**src/ebp_pkg.sv**
```systemverilog
/*
  Package for the eight channel byte PWM: register indices, field
  positions, reset values and the AHB-Lite carrier types.
  Assumes a 32-bit AHB-Lite bus where every register takes one word.
*/
package ebp_pkg;

  // Register indices; the byte address is four times the index
  localparam logic [3:0] EBP_IDX_OUT_EN   = 4'h0;
  localparam logic [3:0] EBP_IDX_POLAR    = 4'h1;
  localparam logic [3:0] EBP_IDX_CONFIG   = 4'h2;
  localparam logic [3:0] EBP_IDX_DIV      = 4'h3;
  localparam logic [3:0] EBP_IDX_DUTY_LO  = 4'h4;
  localparam logic [3:0] EBP_IDX_DUTY_HI  = 4'h8;
  localparam logic [3:0] EBP_IDX_INT_CTRL = 4'hC;

  // Configuration register fields
  localparam int EBP_CFG_STAG_LSB   = 4;
  localparam int EBP_CFG_WIDTH_LSB  = 2;
  localparam int EBP_CFG_PHASE_BIT  = 1;
  localparam int EBP_CFG_SHORT_BIT  = 0;

  // Interrupt control and status fields
  localparam int EBP_INT_FLAG_BIT   = 7;
  localparam int EBP_INT_ADV_BIT    = 1;
  localparam int EBP_INT_IE_BIT     = 0;

  // Reset values
  localparam logic [7:0]  EBP_RST_BYTE = 8'h00;
  localparam logic [31:0] EBP_RST_DUTY = 32'h0000_0000;

  // Counter geometry and cycle-end advance in counts
  localparam int          EBP_MAX_WIDTH = 8;
  localparam logic [8:0]  EBP_ADV_LONG  = 9'h010;
  localparam logic [8:0]  EBP_ADV_SHORT = 9'h002;

  // AHB-Lite codes
  localparam logic [1:0]  EBP_HTRANS_NONSEQ = 2'h2;
  localparam logic [1:0]  EBP_HTRANS_SEQ    = 2'h3;
  localparam logic [2:0]  EBP_HSIZE_BYTE    = 3'h0;
  localparam logic [2:0]  EBP_HSIZE_HALF    = 3'h1;

  typedef struct packed {
    logic        valid;
    logic        write;
    logic [3:0]  idx;
    logic [3:0]  lanes;
  } ebp_aphase_t;

endpackage

```
**src/ebp_top.sv**
```systemverilog
/*
  Eight channel byte PWM with an AHB-Lite register slave, shared
  reference clock divider, per channel duty, polarity and enable,
  pair interleave and a cycle-end flag with interrupt.
  Assumes one clock (hclk) and a single AHB-Lite master; outputs go to
  pads whose direction pwm_oe_n sets from the enable bits.
*/
// Added by the designer: register access over AHB-Lite and the placing of the registers.
`timescale 1ns/1ps

// Summary of operation
// - A channel drives its waveform only while its enable bit is set
// - Polarity one makes output idle high, active low; reset zero
// - Config bits 7..4 select interleave for pairs 6/7 down to 0/1
// - Read-only phase flag: one lets odd channels drive, zero even
// - Width code 00/01/10/11 selects 8/7/6/5 count bits
// - Short-cycle bit gives period 2^n-1, otherwise 2^n counts
// - Reference count advances once per divisor system clocks
// - Channel is active for the lesser of duty-byte and period counts of each period
// - Duty bytes packed four per word, lowest channel lowest byte
// - Cycle-end flag sets near period end, write one clears
// - Advance select fires the event 16 or 2 counts early
// - Interrupt raised from cycle-end flag only when enabled
module ebp_top
  import ebp_pkg::*;
(
  // Clock and reset
  input  wire logic        hclk,
  input  wire logic        hresetn,
  // AHB-Lite slave
  input  wire logic        hsel,
  input  wire logic [31:0] haddr,
  input  wire logic [1:0]  htrans,
  input  wire logic        hwrite,
  input  wire logic [2:0]  hsize,
  input  wire logic [31:0] hwdata,
  input  wire logic        hready,
  output logic             hreadyout,
  output logic             hresp,
  output logic [31:0]      hrdata,
  // PWM pins, channel 0 in bit 0
  output logic [7:0]       pwm_out,
  output logic [7:0]       pwm_oe_n,
  // Interrupt
  output logic             irq
);

  logic [7:0]  out_en;
  logic [7:0]  polar;
  logic [3:0]  stag_en;
  logic [1:0]  width_sel;
  logic        short_sel;
  logic        phase;
  logic [7:0]  divisor;
  logic [31:0] duty_lo;
  logic [31:0] duty_hi;
  logic        cyc_flag;
  logic        adv_sel;
  logic        irq_en;

  logic [7:0]  pre_cnt;
  logic        tick;
  logic [8:0]  cnt;
  logic [8:0]  period;
  logic [8:0]  ev_cnt;
  logic        wrap;
  logic        ev;
  logic [63:0] duty_live;
  logic [7:0]  act;
  logic [7:0]  gated;

  ebp_aphase_t ap;
  ebp_aphase_t next_ap;
  logic [3:0]  lanes;
  logic [31:0] rd_word;
  logic        wr_int;

  // ---------------- AHB-Lite slave ----------------
  always_comb
  begin
    unique case (hsize)
      EBP_HSIZE_BYTE: lanes = 4'b0001 << haddr[1:0];
      EBP_HSIZE_HALF: lanes = haddr[1] ? 4'b1100 : 4'b0011;
      default:        lanes = 4'b1111;
    endcase
    next_ap.valid = hsel && hready &&
                    (htrans == EBP_HTRANS_NONSEQ ||
                     htrans == EBP_HTRANS_SEQ);
    next_ap.write = hwrite;
    next_ap.idx   = haddr[5:2];
    next_ap.lanes = lanes;
  end

  always_ff @(posedge hclk or negedge hresetn)
  begin
    if (!hresetn)
      ap <= '0;
    else
      ap <= next_ap;
  end

  // Zero wait states; unmapped words read zero and ignore writes
  always_ff @(posedge hclk or negedge hresetn)
  begin
    if (!hresetn)
    begin
      hreadyout <= 1'b0;
      hresp     <= 1'b0;
    end
    else
    begin
      hreadyout <= 1'b1;
      hresp     <= 1'b0;
    end
  end

  always_comb
  begin
    unique case (haddr[5:2])
      EBP_IDX_OUT_EN:   rd_word = {24'h00_0000, out_en};
      EBP_IDX_POLAR:    rd_word = {24'h00_0000, polar};
      EBP_IDX_CONFIG:   rd_word = {24'h00_0000, stag_en, width_sel,
                                   phase, short_sel};
      EBP_IDX_DIV:      rd_word = {24'h00_0000, divisor};
      EBP_IDX_DUTY_LO:  rd_word = duty_lo;
      EBP_IDX_DUTY_HI:  rd_word = duty_hi;
      EBP_IDX_INT_CTRL: rd_word = {24'h00_0000, cyc_flag, 5'b0_0000,
                                   adv_sel, irq_en};
      default:          rd_word = 32'h0000_0000;
    endcase
  end

  // Read data is captured at the address phase edge
  always_ff @(posedge hclk or negedge hresetn)
  begin
    if (!hresetn)
      hrdata <= 32'h0000_0000;
    else if (next_ap.valid && !hwrite)
      hrdata <= rd_word;
    else
      hrdata <= 32'h0000_0000;
  end

  function automatic logic wr_hit(input ebp_aphase_t a,
                                  input logic [3:0] idx);
    wr_hit = a.valid && a.write && a.idx == idx && a.lanes[0];
  endfunction

  // ---------------- Control registers ----------------
  always_ff @(posedge hclk or negedge hresetn)
  begin
    if (!hresetn)
    begin
      out_en    <= EBP_RST_BYTE;
      polar     <= EBP_RST_BYTE;
      stag_en   <= 4'h0;
      width_sel <= 2'b00;
      short_sel <= 1'b0;
      divisor   <= EBP_RST_BYTE;
      adv_sel   <= 1'b0;
      irq_en    <= 1'b0;
    end
    else
    begin
      if (wr_hit(ap, EBP_IDX_OUT_EN))
        out_en <= hwdata[7:0];
      if (wr_hit(ap, EBP_IDX_POLAR))
        polar <= hwdata[7:0];
      if (wr_hit(ap, EBP_IDX_CONFIG))
      begin
        stag_en   <= hwdata[EBP_CFG_STAG_LSB +: 4];
        width_sel <= hwdata[EBP_CFG_WIDTH_LSB +: 2];
        short_sel <= hwdata[EBP_CFG_SHORT_BIT];
      end
      if (wr_hit(ap, EBP_IDX_DIV))
        divisor <= hwdata[7:0];
      if (wr_hit(ap, EBP_IDX_INT_CTRL))
      begin
        adv_sel <= hwdata[EBP_INT_ADV_BIT];
        irq_en  <= hwdata[EBP_INT_IE_BIT];
      end
    end
  end

  // Duty bytes, each lane writable on its own
  always_ff @(posedge hclk or negedge hresetn)
  begin
    if (!hresetn)
    begin
      duty_lo <= EBP_RST_DUTY;
      duty_hi <= EBP_RST_DUTY;
    end
    else
    begin
      for (int b = 0; b < 4; b++)
      begin
        if (ap.valid && ap.write && ap.lanes[b] &&
            ap.idx == EBP_IDX_DUTY_LO)
          duty_lo[8*b +: 8] <= hwdata[8*b +: 8];
        if (ap.valid && ap.write && ap.lanes[b] &&
            ap.idx == EBP_IDX_DUTY_HI)
          duty_hi[8*b +: 8] <= hwdata[8*b +: 8];
      end
    end
  end

  // ---------------- Reference divider and counter ----------------
  // Counting to divisor-1 in eight bits makes zero wrap to 256
  // Lowering the divisor below the running prescaler count stalls ticks
  // until it wraps through 255: up to 256 idle clocks after the write
  assign tick = (pre_cnt == divisor - 8'h01);

  always_ff @(posedge hclk or negedge hresetn)
  begin
    if (!hresetn)
      pre_cnt <= 8'h00;
    else if (tick)
      pre_cnt <= 8'h00;
    else
      pre_cnt <= pre_cnt + 8'h01;
  end

  always_comb
  begin
    period = (9'h001 << (EBP_MAX_WIDTH - int'(width_sel)))
             - {8'h00, short_sel};
    ev_cnt = period - (adv_sel ? EBP_ADV_LONG : EBP_ADV_SHORT);
    wrap   = tick && (cnt >= period - 9'h001);
    ev     = tick && (cnt == ev_cnt);
  end

  // A width change that leaves cnt beyond the period wraps at the next tick
  always_ff @(posedge hclk or negedge hresetn)
  begin
    if (!hresetn)
      cnt <= 9'h000;
    else if (wrap)
      cnt <= 9'h000;
    else if (tick)
      cnt <= cnt + 9'h001;
  end

  // Live duty reloads at the wrap so a period is never torn
  always_ff @(posedge hclk or negedge hresetn)
  begin
    if (!hresetn)
      duty_live <= {EBP_RST_DUTY, EBP_RST_DUTY};
    else if (wrap)
      duty_live <= {duty_hi, duty_lo};
  end

  always_ff @(posedge hclk or negedge hresetn)
  begin
    if (!hresetn)
      phase <= 1'b0;
    else if (wrap)
      phase <= ~phase;
  end

  // ---------------- Channel outputs ----------------
  always_comb
  begin
    for (int c = 0; c < 8; c++)
    begin
      act[c]   = {1'b0, duty_live[8*c +: 8]} > cnt;
      gated[c] = act[c] &&
                 (!stag_en[c/2] || (phase == c[0]));
    end
  end

  always_ff @(posedge hclk or negedge hresetn)
  begin
    if (!hresetn)
    begin
      pwm_out  <= 8'h00;
      pwm_oe_n <= 8'hFF;
    end
    else
    begin
      pwm_out  <= (gated & out_en) ^ polar;
      pwm_oe_n <= ~out_en;
    end
  end

  // ---------------- Cycle-end flag and interrupt ----------------
  assign wr_int = ap.valid && ap.write && ap.lanes[0] &&
                  ap.idx == EBP_IDX_INT_CTRL;

  // Set wins over a simultaneous write-one clear
  always_ff @(posedge hclk or negedge hresetn)
  begin
    if (!hresetn)
      cyc_flag <= 1'b0;
    else if (ev)
      cyc_flag <= 1'b1;
    else if (wr_int && hwdata[EBP_INT_FLAG_BIT])
      cyc_flag <= 1'b0;
  end

  always_ff @(posedge hclk or negedge hresetn)
  begin
    if (!hresetn)
      irq <= 1'b0;
    else
      irq <= cyc_flag && irq_en;
  end
endmodule

```
**config.mk**
```make
export PLATFORM = sky130hd
export DESIGN_NAME = ebp_top
export DESIGN_NICKNAME = d
export VERILOG_FILES = /design/src/ebp_pkg.sv /design/src/ebp_top.sv
export SDC_FILE = /design/constraint.sdc
export NUM_CORES = 1
export LEC_CHECK = 0
export BUFFER_PORTS_ARGS = -buffer_cell sky130_fd_sc_hd__buf_2
export CORE_AREA = 5 5 202 145
export DETAILED_ROUTE_END_ITERATION = 7
export DIE_AREA = 0 0 207 150
export RECOVER_POWER = 100
export SYNTH_ARGS = -nofsm -noshare
export SYNTH_HDL_FRONTEND = slang
export SYNTH_SLANG_ARGS = --single-unit
```
**constraint.sdc**
```tcl
create_clock -name hclk -period 4.42 [get_ports hclk]
set_clock_uncertainty 0.15 [all_clocks]
set_input_delay 0.442 -clock hclk [delete_from_list [all_inputs] [get_ports hclk]]
set_output_delay 0.442 -clock hclk [all_outputs]
set_load 0.02 [all_outputs]
```
==> results of run 1 <==
[how the worst max path moves through the flow]
| stage | cells after the start | slack [ns] | start | endpoint |
|---|---|---|---|---|
| 2_1_floorplan | 16 | 1.07 | short_sel$_DFFE_PN0P_ | duty_live[10]$_DFFE_PN0P_ |
| 3_3_place_gp | 13 | 0.58 | short_sel$_DFFE_PN0P_ | duty_live[60]$_DFFE_PN0P_ |
| 3_5_place_dp | 15 | 0.49 | short_sel$_DFFE_PN0P_ | duty_live[24]$_DFFE_PN0P_ |
| 4_1_cts | 15 | 0.49 | short_sel$_DFFE_PN0P_ | duty_live[24]$_DFFE_PN0P_ |
| 5_1_grt | 15 | 0.12 | short_sel$_DFFE_PN0P_ | duty_live[26]$_DFFE_PN0P_ |
| 6_report | 16 | 0.38 | short_sel$_DFFE_PN0P_ | duty_live[60]$_DFFE_PN0P_ |
[worst max-delay path: stages, from the launching register on]
cell      delay (ns)
dfrtp_1         0.40
ha_1            0.28
ha_1            0.32
ha_1            0.17
nor2b_1         0.28
a21oi_1         0.12
a31oi_1         0.15
o21ai_0         0.09
nand2b_1        0.10
ha_1            0.24
o211ai_1        0.09
nor2_1          0.08
nand4_1         0.11
nand3_1         0.18
nand3_4         0.29
clkbuf_2        0.49
mux2_2          0.39
[cell type report]
class                   count  area (um2)  share of cell area (%)
flip-flops and latches    240        6020                    44.0
multi-input cells         662        5560                    40.7
repair buffers            120         628                    4.60
well taps                 371         464                    3.40
clock buffers              31         678                    4.96
inverters                  35         131                   0.961
clock inverters            11         188                    1.37
[metrics by stage]
step,std cells,hold WS [ns],power [mW]
3_3_place_gp,1418,0.279,3.91
6_report,1470,0.0199,6.13
5_1_grt,1470,0.00765,6.46
3_5_place_dp,1418,0.288,3.94
4_1_cts,1470,0.000711,6.21
2_1_floorplan,974,-0.00359,3.49
[metal layers]
layer / GRT usage [%] / share of wire, % / vias to the layer above
met3: 3.92 / 6.4 / 31
li1: - / - / 3789
met4: 3.50 / 1.8 / 0
met5: 0 / 0 / -
met2: 27.5 / 41 / 212
met1: 30.7 / 51 / 4061
[power groups by stage]
stage / Combinational [mW] / Clock [mW] / Sequential, mW
3_5_place_dp: 1.26 / 0 / 2.68
3_3_place_gp: 1.23 / 0 / 2.68
6_report: 1.24 / 2.25 / 2.65
5_1_grt: 1.40 / 2.39 / 2.67
2_1_floorplan: 0.900 / 0 / 2.59
4_1_cts: 1.27 / 2.30 / 2.64
[sequential cells by signal (all words and copies together), names as in the netlist, 2 cells and up]
signal and flops:
ap 10, cnt 9, divisor 8, duty_hi 32, duty_live 64, duty_lo 32, hrdata 32, out_en 8
polar 8, pre_cnt 8, pwm_oe_n 8, pwm_out 8, stag_en 4, width_sel 2
[cell usage in the layout, fill, tap and decap left out, drive strengths merged, types with 3 or more instances in the layout]
cell / count
and3: 6
nor2: 65
o211ai: 11
nand2b: 5
a21o: 8
a22oi: 30
dfstp: 8
mux2: 155
nand3b: 6
a211oi: 11
bufinv: 5
nor3: 14
dlygate4sd3: 10
and2: 5
nand2: 26
or3: 3
o22ai: 6
clkinv: 4
o21a: 16
conb: 5
nor2b: 17
nand3: 20
clkbuf: 92
o221a: 3
a221oi: 5
ha: 83
o221ai: 13
inv: 34
nand4: 25
a21oi: 19
nor4: 4
o21bai: 3
dfrtp: 232
clkinvlp: 3
o21ai: 25
mux2i: 15
xor2: 10
xnor2: 27
buf: 49
a31oi: 3
[kinds of logic after synthesis]
family                     after synthesis
adders and majority gates               83
xor gates and xnor gates                38
and+or+nand+nor                        204
other                                    2
buffers and inverters                   72
DFF                                    240
AOI/OAI and AO/OA                      162
muxes                                  170
[repair_timing]
item / 4_1_cts / 5_1_grt
resized for setup: 0 / 0
hold buffers: 10 / 0
endpoints found under the hold margin: 115 / 0
==> flow_summary.ini, run 1 <==
[run_status]
status = finished with violations
violations = capacitance limit, slew limit

[sta]
period_share_pct = 91.5
fin_setup_tns_ns = 0
finalCriticalPeriod_ns = 4.04
drv_slew = 119
max_freq_ghz = 0.247
rsz0062_at_grt = no
relSlewSlack_pct = -87.1
hold_violations = 0
setup_ws_ns = 0.377
tightest_slew_ns = 2.81
finalSetupViolCount = 0

[setup_path]
criticalPathCategory = flop to flop
r2r-end = duty_live[60]$_DFFE_PN0P_
cp_data_arrival_time_ns = 4.30
rrSetupSlack_ns = 0.38
critPathMaxFanout = 16
worst_setup_path_end_kind = flop
ff2ff_path_depth = 16
cp-start-kind = flop
cp.required_ns = 4.67
r2r_start = short_sel$_DFFE_PN0P_

[power_and_ir_drop]
powerDensity_nw_per_um2 = 449
comb_power_share_pct = 20.2
swShare_pct = 30.2
p_clk_share_pct = 36.7
power_leakage_nw = 6.47
power.switching_mw = 1.85
internal_power_mw = 4.28
seq_power_share_pct = 43.2
vdd_ir_drop_max_uv = 260

[clocking]
cts_setup_buffers = 0
clock_latency_ns = 0.52
clock-root-buffer = clkbuf_16
cts_made_buffers = 24
htree_levels = 1
cts_tree = done
clock_path_buffers = 3
numClockSinks = 240
clk_pin_slew_ns = 0.06

[worst_hold_path]
min_path_cells = 2
hold_path_end = duty_lo[18]$_DFFE_PN0P_
hold_path_class = input pin to flop
hp-start = hwdata[18]

[synthesis]
postSynth.asyncResetShare_pct = 100
synth_top_area_share_pct = 48.3
synthMuxAreaShare_pct = 17.3
synth_compound_area_share_pct = 9.64
syn_area_per_cell_um2 = 12.4
synth_top_family_by_area = multiplexers
yosysMostFrequentCell = dfrtp_1
synth_area_leaders = dfrtp_1 (48%), mux2_2 (9.8%), ha_1 (8.6%)
ys_seq_area_share_pct = 50.0
synth_seq_cells = 240
syn_area_um2 = 12000
synth_enable_flop_cells = 0
syn-instance-count = 971
yosysTopAreaCell = dfrtp_1
synthDistinctLibCells = 60
synthXorXnorAreaFrac_pct = 2.88
ys.warnings.count = 0
synth_flop_cell = dfrtp_1
synthAdderAreaFrac_pct = 8.63
synth-simple-area-share_pct = 8.77
synth_commonest_cells = dfrtp_1 (232), mux2_2 (105), ha_1 (83), nor2_1 (65), mux2_4 (50)

[routing]
vias = 8093
ant_nets = 0
drt_iter0_drc = 478
viasPerCell = 5.51
drc_errors = 0
routed_wirelength_mm = 30.1
wire_per_inst_um = 20.5
dr.pass1.iters = 5

[floorplanning]
placementRows = 51
initial_core_util_pct = 44.1
ios = 125
die_w_um = 207
core-area_um2 = 27300
die_area_um2 = 31100
die_h_um = 150

[finish]
drive_gt1_share_pct = 20.3
antenna-diode-count = 0
nFillCells = 2558
fin_nets = 1240
final_util_pct = 50.0
stdcell_area_um2 = 13700
area_growth_syn_to_layout_pct = 13.6

[grt]
antenna_found_initial = 0
grt_max_degree = 111
grt_pass1_vias = 8067
grt_usage_pct = 19.4
grt-ovfl-total = 0
grt_pass1_wl_mm = 47.8

[placement]
port_buffers = 96
place_area_um2 = 13000
dpl_worst_slack_ns = 0.492
dp_hpwl_mm = 21.5
place_congestion = 0.858

[flow_run]
drv_cap = 2
(Power assumes the default switching activity.)
==> inputs of run 2 (changes only) <==
- CORE_AREA: 5 5 202 145 -> 5 5 183 132
- DIE_AREA: 0 0 207 150 -> 0 0 188 137
- PLACE_DENSITY: default -> 0.75
==> flow_summary.ini, run 2 (synthesized netlist as in run 1, its figures left out) <==
[run_status]
status = finished with violations
violations = capacitance limit, slew limit

[placement]
dpl_worst_slack_ns = 0.324
place_congestion = 0.910
dp_hpwl_mm = 20.8
place_inst = 1333
port_buffers = 96

[clocking]
cts_tree = done
clock_path_buffers = 3
cts_made_buffers = 24
cts_setup_buffers = 0
htree_levels = 1
numClockSinks = 240
clock-root-buffer = clkbuf_16
clk_pin_slew_ns = 0.06
clock_latency_ns = 0.53

[routing]
drt_iter0_drc = 797
ant_nets = 0
routed_wirelength_mm = 29.8
viasPerCell = 5.97
wire_per_inst_um = 21.5
vias = 8284
drc_errors = 0
dr.pass1.iters = 5

[setup_path]
ff2ff_path_depth = 13
cp-start-kind = flop
rrSetupSlack_ns = 0.37
r2r_start = short_sel$_DFFE_PN0P_
criticalPathCategory = flop to flop
cp.required_ns = 4.67
cp_data_arrival_time_ns = 4.30
critPathMaxFanout = 29
r2r-end = duty_live[31]$_DFFE_PN0P_
worst_setup_path_end_kind = flop

[floorplanning]
die_w_um = 188
die_h_um = 137
placementRows = 46
core-area_um2 = 22200
die_area_um2 = 25800
initial_core_util_pct = 54.2
ios = 125

[worst_hold_path]
hold_path_class = input pin to flop
min_path_cells = 3
hp-start = hsize[2]
hold_path_end = ap[3]$_DFF_PN0_

[sta]
setup_ws_ns = 0.370
finalSetupViolCount = 0
rsz0062_at_grt = no
relSlewSlack_pct = -79.5
hold-worst-slack_ns = 0.0134
finalCriticalPeriod_ns = 4.05
fin_setup_tns_ns = 0
drv_slew = 140
max_freq_ghz = 0.247
period_share_pct = 91.6
hold_violations = 0
tightest_slew_ns = 2.69

[power_and_ir_drop]
comb_power_share_pct = 20.7
power.switching_mw = 1.86
swShare_pct = 30.3
power_leakage_nw = 6.44
vdd_ir_drop_max_uv = 349
powerDensity_nw_per_um2 = 453
seq_power_share_pct = 43.1
p_clk_share_pct = 36.2
internal_power_mw = 4.27
total_power_mw = 6.12

[finish]
drive_gt1_share_pct = 19.3
final_cell_mix = dfrtp_1 (232), mux2_2 (105), ha_1 (83)
regMostFlops = duty_live
area_growth_syn_to_layout_pct = 12.4
largest_reg_flops = 64
nFillCells = 1783
fin_nets = 1240
final_cells = 1387
layout_commonest_cell = dfrtp_1
antenna-diode-count = 0

[grt]
grt_max_degree = 108
antenna_found_initial = 0
grt_pass1_wl_mm = 47.9
grt_pass1_vias = 8484
grt-ovfl-total = 0
grt_usage_pct = 23.5

[flow_run]
drv_cap = 2
-- run 2: repair_timing --
action                                  4_1_cts  5_1_grt
endpoints found under the hold margin       116        0
hold buffers                                 12        0
resized for setup                             0        1
endpoints found under the setup margin        0       31
-- run 2: worst max path at each step --
stage                          startpoint                        end  slack, ns  cells after the start
floorplan           short_sel$_DFFE_PN0P_  duty_live[10]$_DFFE_PN0P_       1.07                     16
global placement    short_sel$_DFFE_PN0P_   duty_live[2]$_DFFE_PN0P_       0.45                     13
detailed placement  short_sel$_DFFE_PN0P_   duty_live[3]$_DFFE_PN0P_       0.32                     16
CTS                 short_sel$_DFFE_PN0P_   duty_live[3]$_DFFE_PN0P_       0.26                     13
global route        short_sel$_DFFE_PN0P_  duty_live[31]$_DFFE_PN0P_       0.12                     16
finish              short_sel$_DFFE_PN0P_  duty_live[31]$_DFFE_PN0P_       0.37                     13
-- run 2: power by group through the flow --
stage | logic, mW | registers [mW] | clock network [mW]
2_1_floorplan | 0.900 | 2.59 | 0
3_3_place_gp | 1.21 | 2.67 | 0
3_5_place_dp | 1.26 | 2.67 | 0
4_1_cts | 1.29 | 2.64 | 2.25
5_1_grt | 1.41 | 2.67 | 2.34
6_report | 1.27 | 2.64 | 2.21
-- run 2: cell type report --
| class | instances | area [um2] | share of cell area (%) |
|---|---|---|---|
| sequential | 240 | 6020 | 44.5 |
| multi-input combinational | 662 | 5530 | 40.9 |
| clock buffer | 34 | 709 | 5.25 |
| timing repair buffer | 120 | 622 | 4.60 |
| tap | 288 | 360 | 2.67 |
| clock inverter | 8 | 153 | 1.13 |
| inverter | 35 | 131 | 0.972 |
-- run 2: stage by stage --
step	utilization [%]	instance area [um2]
after global routing	60.9	13500
after detailed placement	57.7	12800
after global placement	57.7	12800
final	60.9	13500
after floorplan	-	12000
after CTS	62.1	13800
-- run 2: layer usage --
layer / vias up / global-route usage, % / part of all wire [%] / wire length, um
met4: 0 / 5.50 / 2.5 / 737
met3: 66 / 5.30 / 7.7 / 2300
met1: 4146 / 35.3 / 47 / 14000
li1: 3776 / - / - / -
met5: - / 0 / 0 / 0
met2: 296 / 35.0 / 43 / 12700
-- run 2: worst max-delay path, stage by stage, from the launching register on --
cell     delay (ns)
dfrtp_1        0.49
ha_1           0.33
ha_1           0.38
nor3b_1        0.36
nor2b_1        0.25
xnor2_1        0.15
ha_1           0.27
nor3_1         0.19
nor2_1         0.09
o21ai_1        0.13
nand3_1        0.20
nand3_4        0.14
buf_4          0.38
mux2_1         0.39
==> inputs of run 3 (changes only) <==
- CELL_PAD_IN_SITES_DETAIL_PLACEMENT: default -> 1
- CELL_PAD_IN_SITES_GLOBAL_PLACEMENT: default -> 2
- CORE_AREA: 5 5 183 132 -> 5 5 211 152
- DIE_AREA: 0 0 188 137 -> 0 0 216 157
- PLACE_DENSITY: 0.75 -> default
- PLACE_DENSITY_LB_ADDON: default -> 0.1
==> flow_summary.ini, run 3 (synthesized netlist as in run 1, its figures left out) <==
[placement]
dp_hpwl_mm = 24.5
place_congestion = 0.813
port_buffers = 96
dpl_worst_slack_ns = 0.530

[power_and_ir_drop]
p_clk_share_pct = 37.8
power.switching_mw = 1.96
comb_power_share_pct = 20.4
internal_power_mw = 4.41
powerDensity_nw_per_um2 = 455
swShare_pct = 30.8
seq_power_share_pct = 41.8
power_leakage_nw = 6.60
vdd_ir_drop_max_uv = 252

[clocking]
clock-root-buffer = clkbuf_16
numClockSinks = 240
htree_levels = 1
clock_path_buffers = 3
clk_pin_slew_ns = 0.07
cts_made_buffers = 26
clock_latency_ns = 0.54
cts_tree = done

[routing]
vias = 8243
drt_iter0_drc = 415
viasPerCell = 5.44
dr.pass1.iters = 4
ant_nets = 0
wire_per_inst_um = 22.8
routed_wirelength_mm = 34.5
drc_errors = 0

[sta]
relSlewSlack_pct = -114
max_freq_ghz = 0.254
hold-worst-slack_ns = 0.0259
drv_slew = 154
rsz0062_at_grt = no
setup_ws_ns = 0.476
period_share_pct = 89.2
finalCriticalPeriod_ns = 3.94
fin_setup_tns_ns = 0
tightest_slew_ns = 3.21
finalSetupViolCount = 0
hold_violations = 0

[finish]
drive_gt1_share_pct = 19.8
layout_commonest_cell = dfrtp_1
area_growth_syn_to_layout_pct = 16.2
largest_reg_flops = 64
antenna-diode-count = 0
fin_nets = 1267
regMostFlops = duty_live
final_cell_mix = dfrtp_1 (232), mux2_2 (105), ha_1 (83)
final_util_pct = 47.2

[grt]
grt_usage_pct = 20.5
antenna_found_initial = 1
grt_pass1_vias = 8692
grt-ovfl-total = 0
grt_max_degree = 122
grt_pass1_wl_mm = 54.1

[setup_path]
cp_data_arrival_time_ns = 4.21
criticalPathCategory = flop to flop
critPathMaxFanout = 16
cp.required_ns = 4.69
cp-start-kind = flop
worst_setup_path_end_kind = flop

[run_status]
violations = capacitance limit, slew limit
status = finished with violations

[floorplanning]
die_h_um = 157
placementRows = 53
initial_core_util_pct = 40.6
die_w_um = 216
ios = 125
core-area_um2 = 29600
die_area_um2 = 33900

[worst_hold_path]
hold_path_class = input pin to flop

[flow_run]
drv_cap = 3
[run 3: cell types whose count changed in the layout (fill, tap and decap cells not counted), moves of 2 or more]
| cell | change |
|---|---|
| buf_4 | +6 |
| dlygate4sd3_1 | +20 |
| clkbuf_16 | +2 |
| clkbuf_2 | -2 |
| clkinv_2 | +2 |
| mux2_4 | +2 |
| mux2_1 | -2 |
[run 3: per-layer routing]
layer	up-vias	share of wire [%]	routed length [um]	GRT usage, %
met5	-	0	0	0
met4	0	1.8	636	3.63
met3	38	4.1	1430	2.83
met2	161	41	14300	29.8
met1	4213	53	18100	32.8
li1	3831	-	-	-
[run 3: path summary, 6_finish.rpt]
check	start	to	slack (ns)	cells after the start
setup reg to reg	short_sel$_DFFE_PN0P_	duty_live[61]$_DFFE_PN0P_	0.48	13
hold reg to reg	out_en[2]$_DFFE_PN0P_	pwm_oe_n[2]$_DFF_PN1_	0.27	1
min in group asynchronous	hresetn	pre_cnt[3]$_DFF_PN0_	1.31	2
setup / recovery	short_sel$_DFFE_PN0P_	duty_live[61]$_DFFE_PN0P_	0.48	13
max in group asynchronous	hresetn	hrdata[11]$_DFF_PN0_	0.90	2
hold / removal	hwdata[15]	duty_hi[15]$_DFFE_PN0P_	0.03	2
[run 3: power by group through the flow]
stage / sequential, mW / combinational, mW / clock (mW)
floorplan: 2.59 / 0.900 / 0
finish: 2.66 / 1.30 / 2.41
detailed placement: 2.69 / 1.32 / 0
CTS: 2.66 / 1.34 / 2.48
global placement: 2.69 / 1.29 / 0
global route: 2.69 / 1.46 / 2.57
[run 3: layout make-up]
cell class | instances | area (um2)
clock buffer | 36 | 749
sequential | 240 | 6020
timing repair buffer | 145 | 873
fill | 3120 | 15700
tap | 385 | 482
multi-input combinational | 662 | 5540
clock inverter | 11 | 189
inverter | 35 | 131
[run 3: metrics by stage]
step                      power, mW  instance area, um2  std cells
after detailed placement       4.01               13000       1435
final                          6.36               14000       1514
after global routing           6.72               14000       1514
after floorplan                3.49               12000        974
after CTS                      6.48               14300       1514
after global placement         3.98               13000       1435
[run 3: timing repair]
item / in CTS / in global routing
gates resized for setup: 0 / 0
hold buffers: 32 / 0
buffers inserted: 0 / 0
hold endpoints to repair: 164 / 0
[run 3: worst max-delay path, cell delays in order, from the launching register on]
cell and delay (ns):
dfrtp_1 0.40, ha_1 0.27, ha_1 0.31, nor3b_1 0.31, nor2b_1 0.24, xnor2_1 0.16
ha_1 0.29, nor3_1 0.20, nor2_1 0.09, o21ai_0 0.10, nand3_1 0.22, nand3_4 0.32
clkbuf_4 0.38, mux2_2 0.38
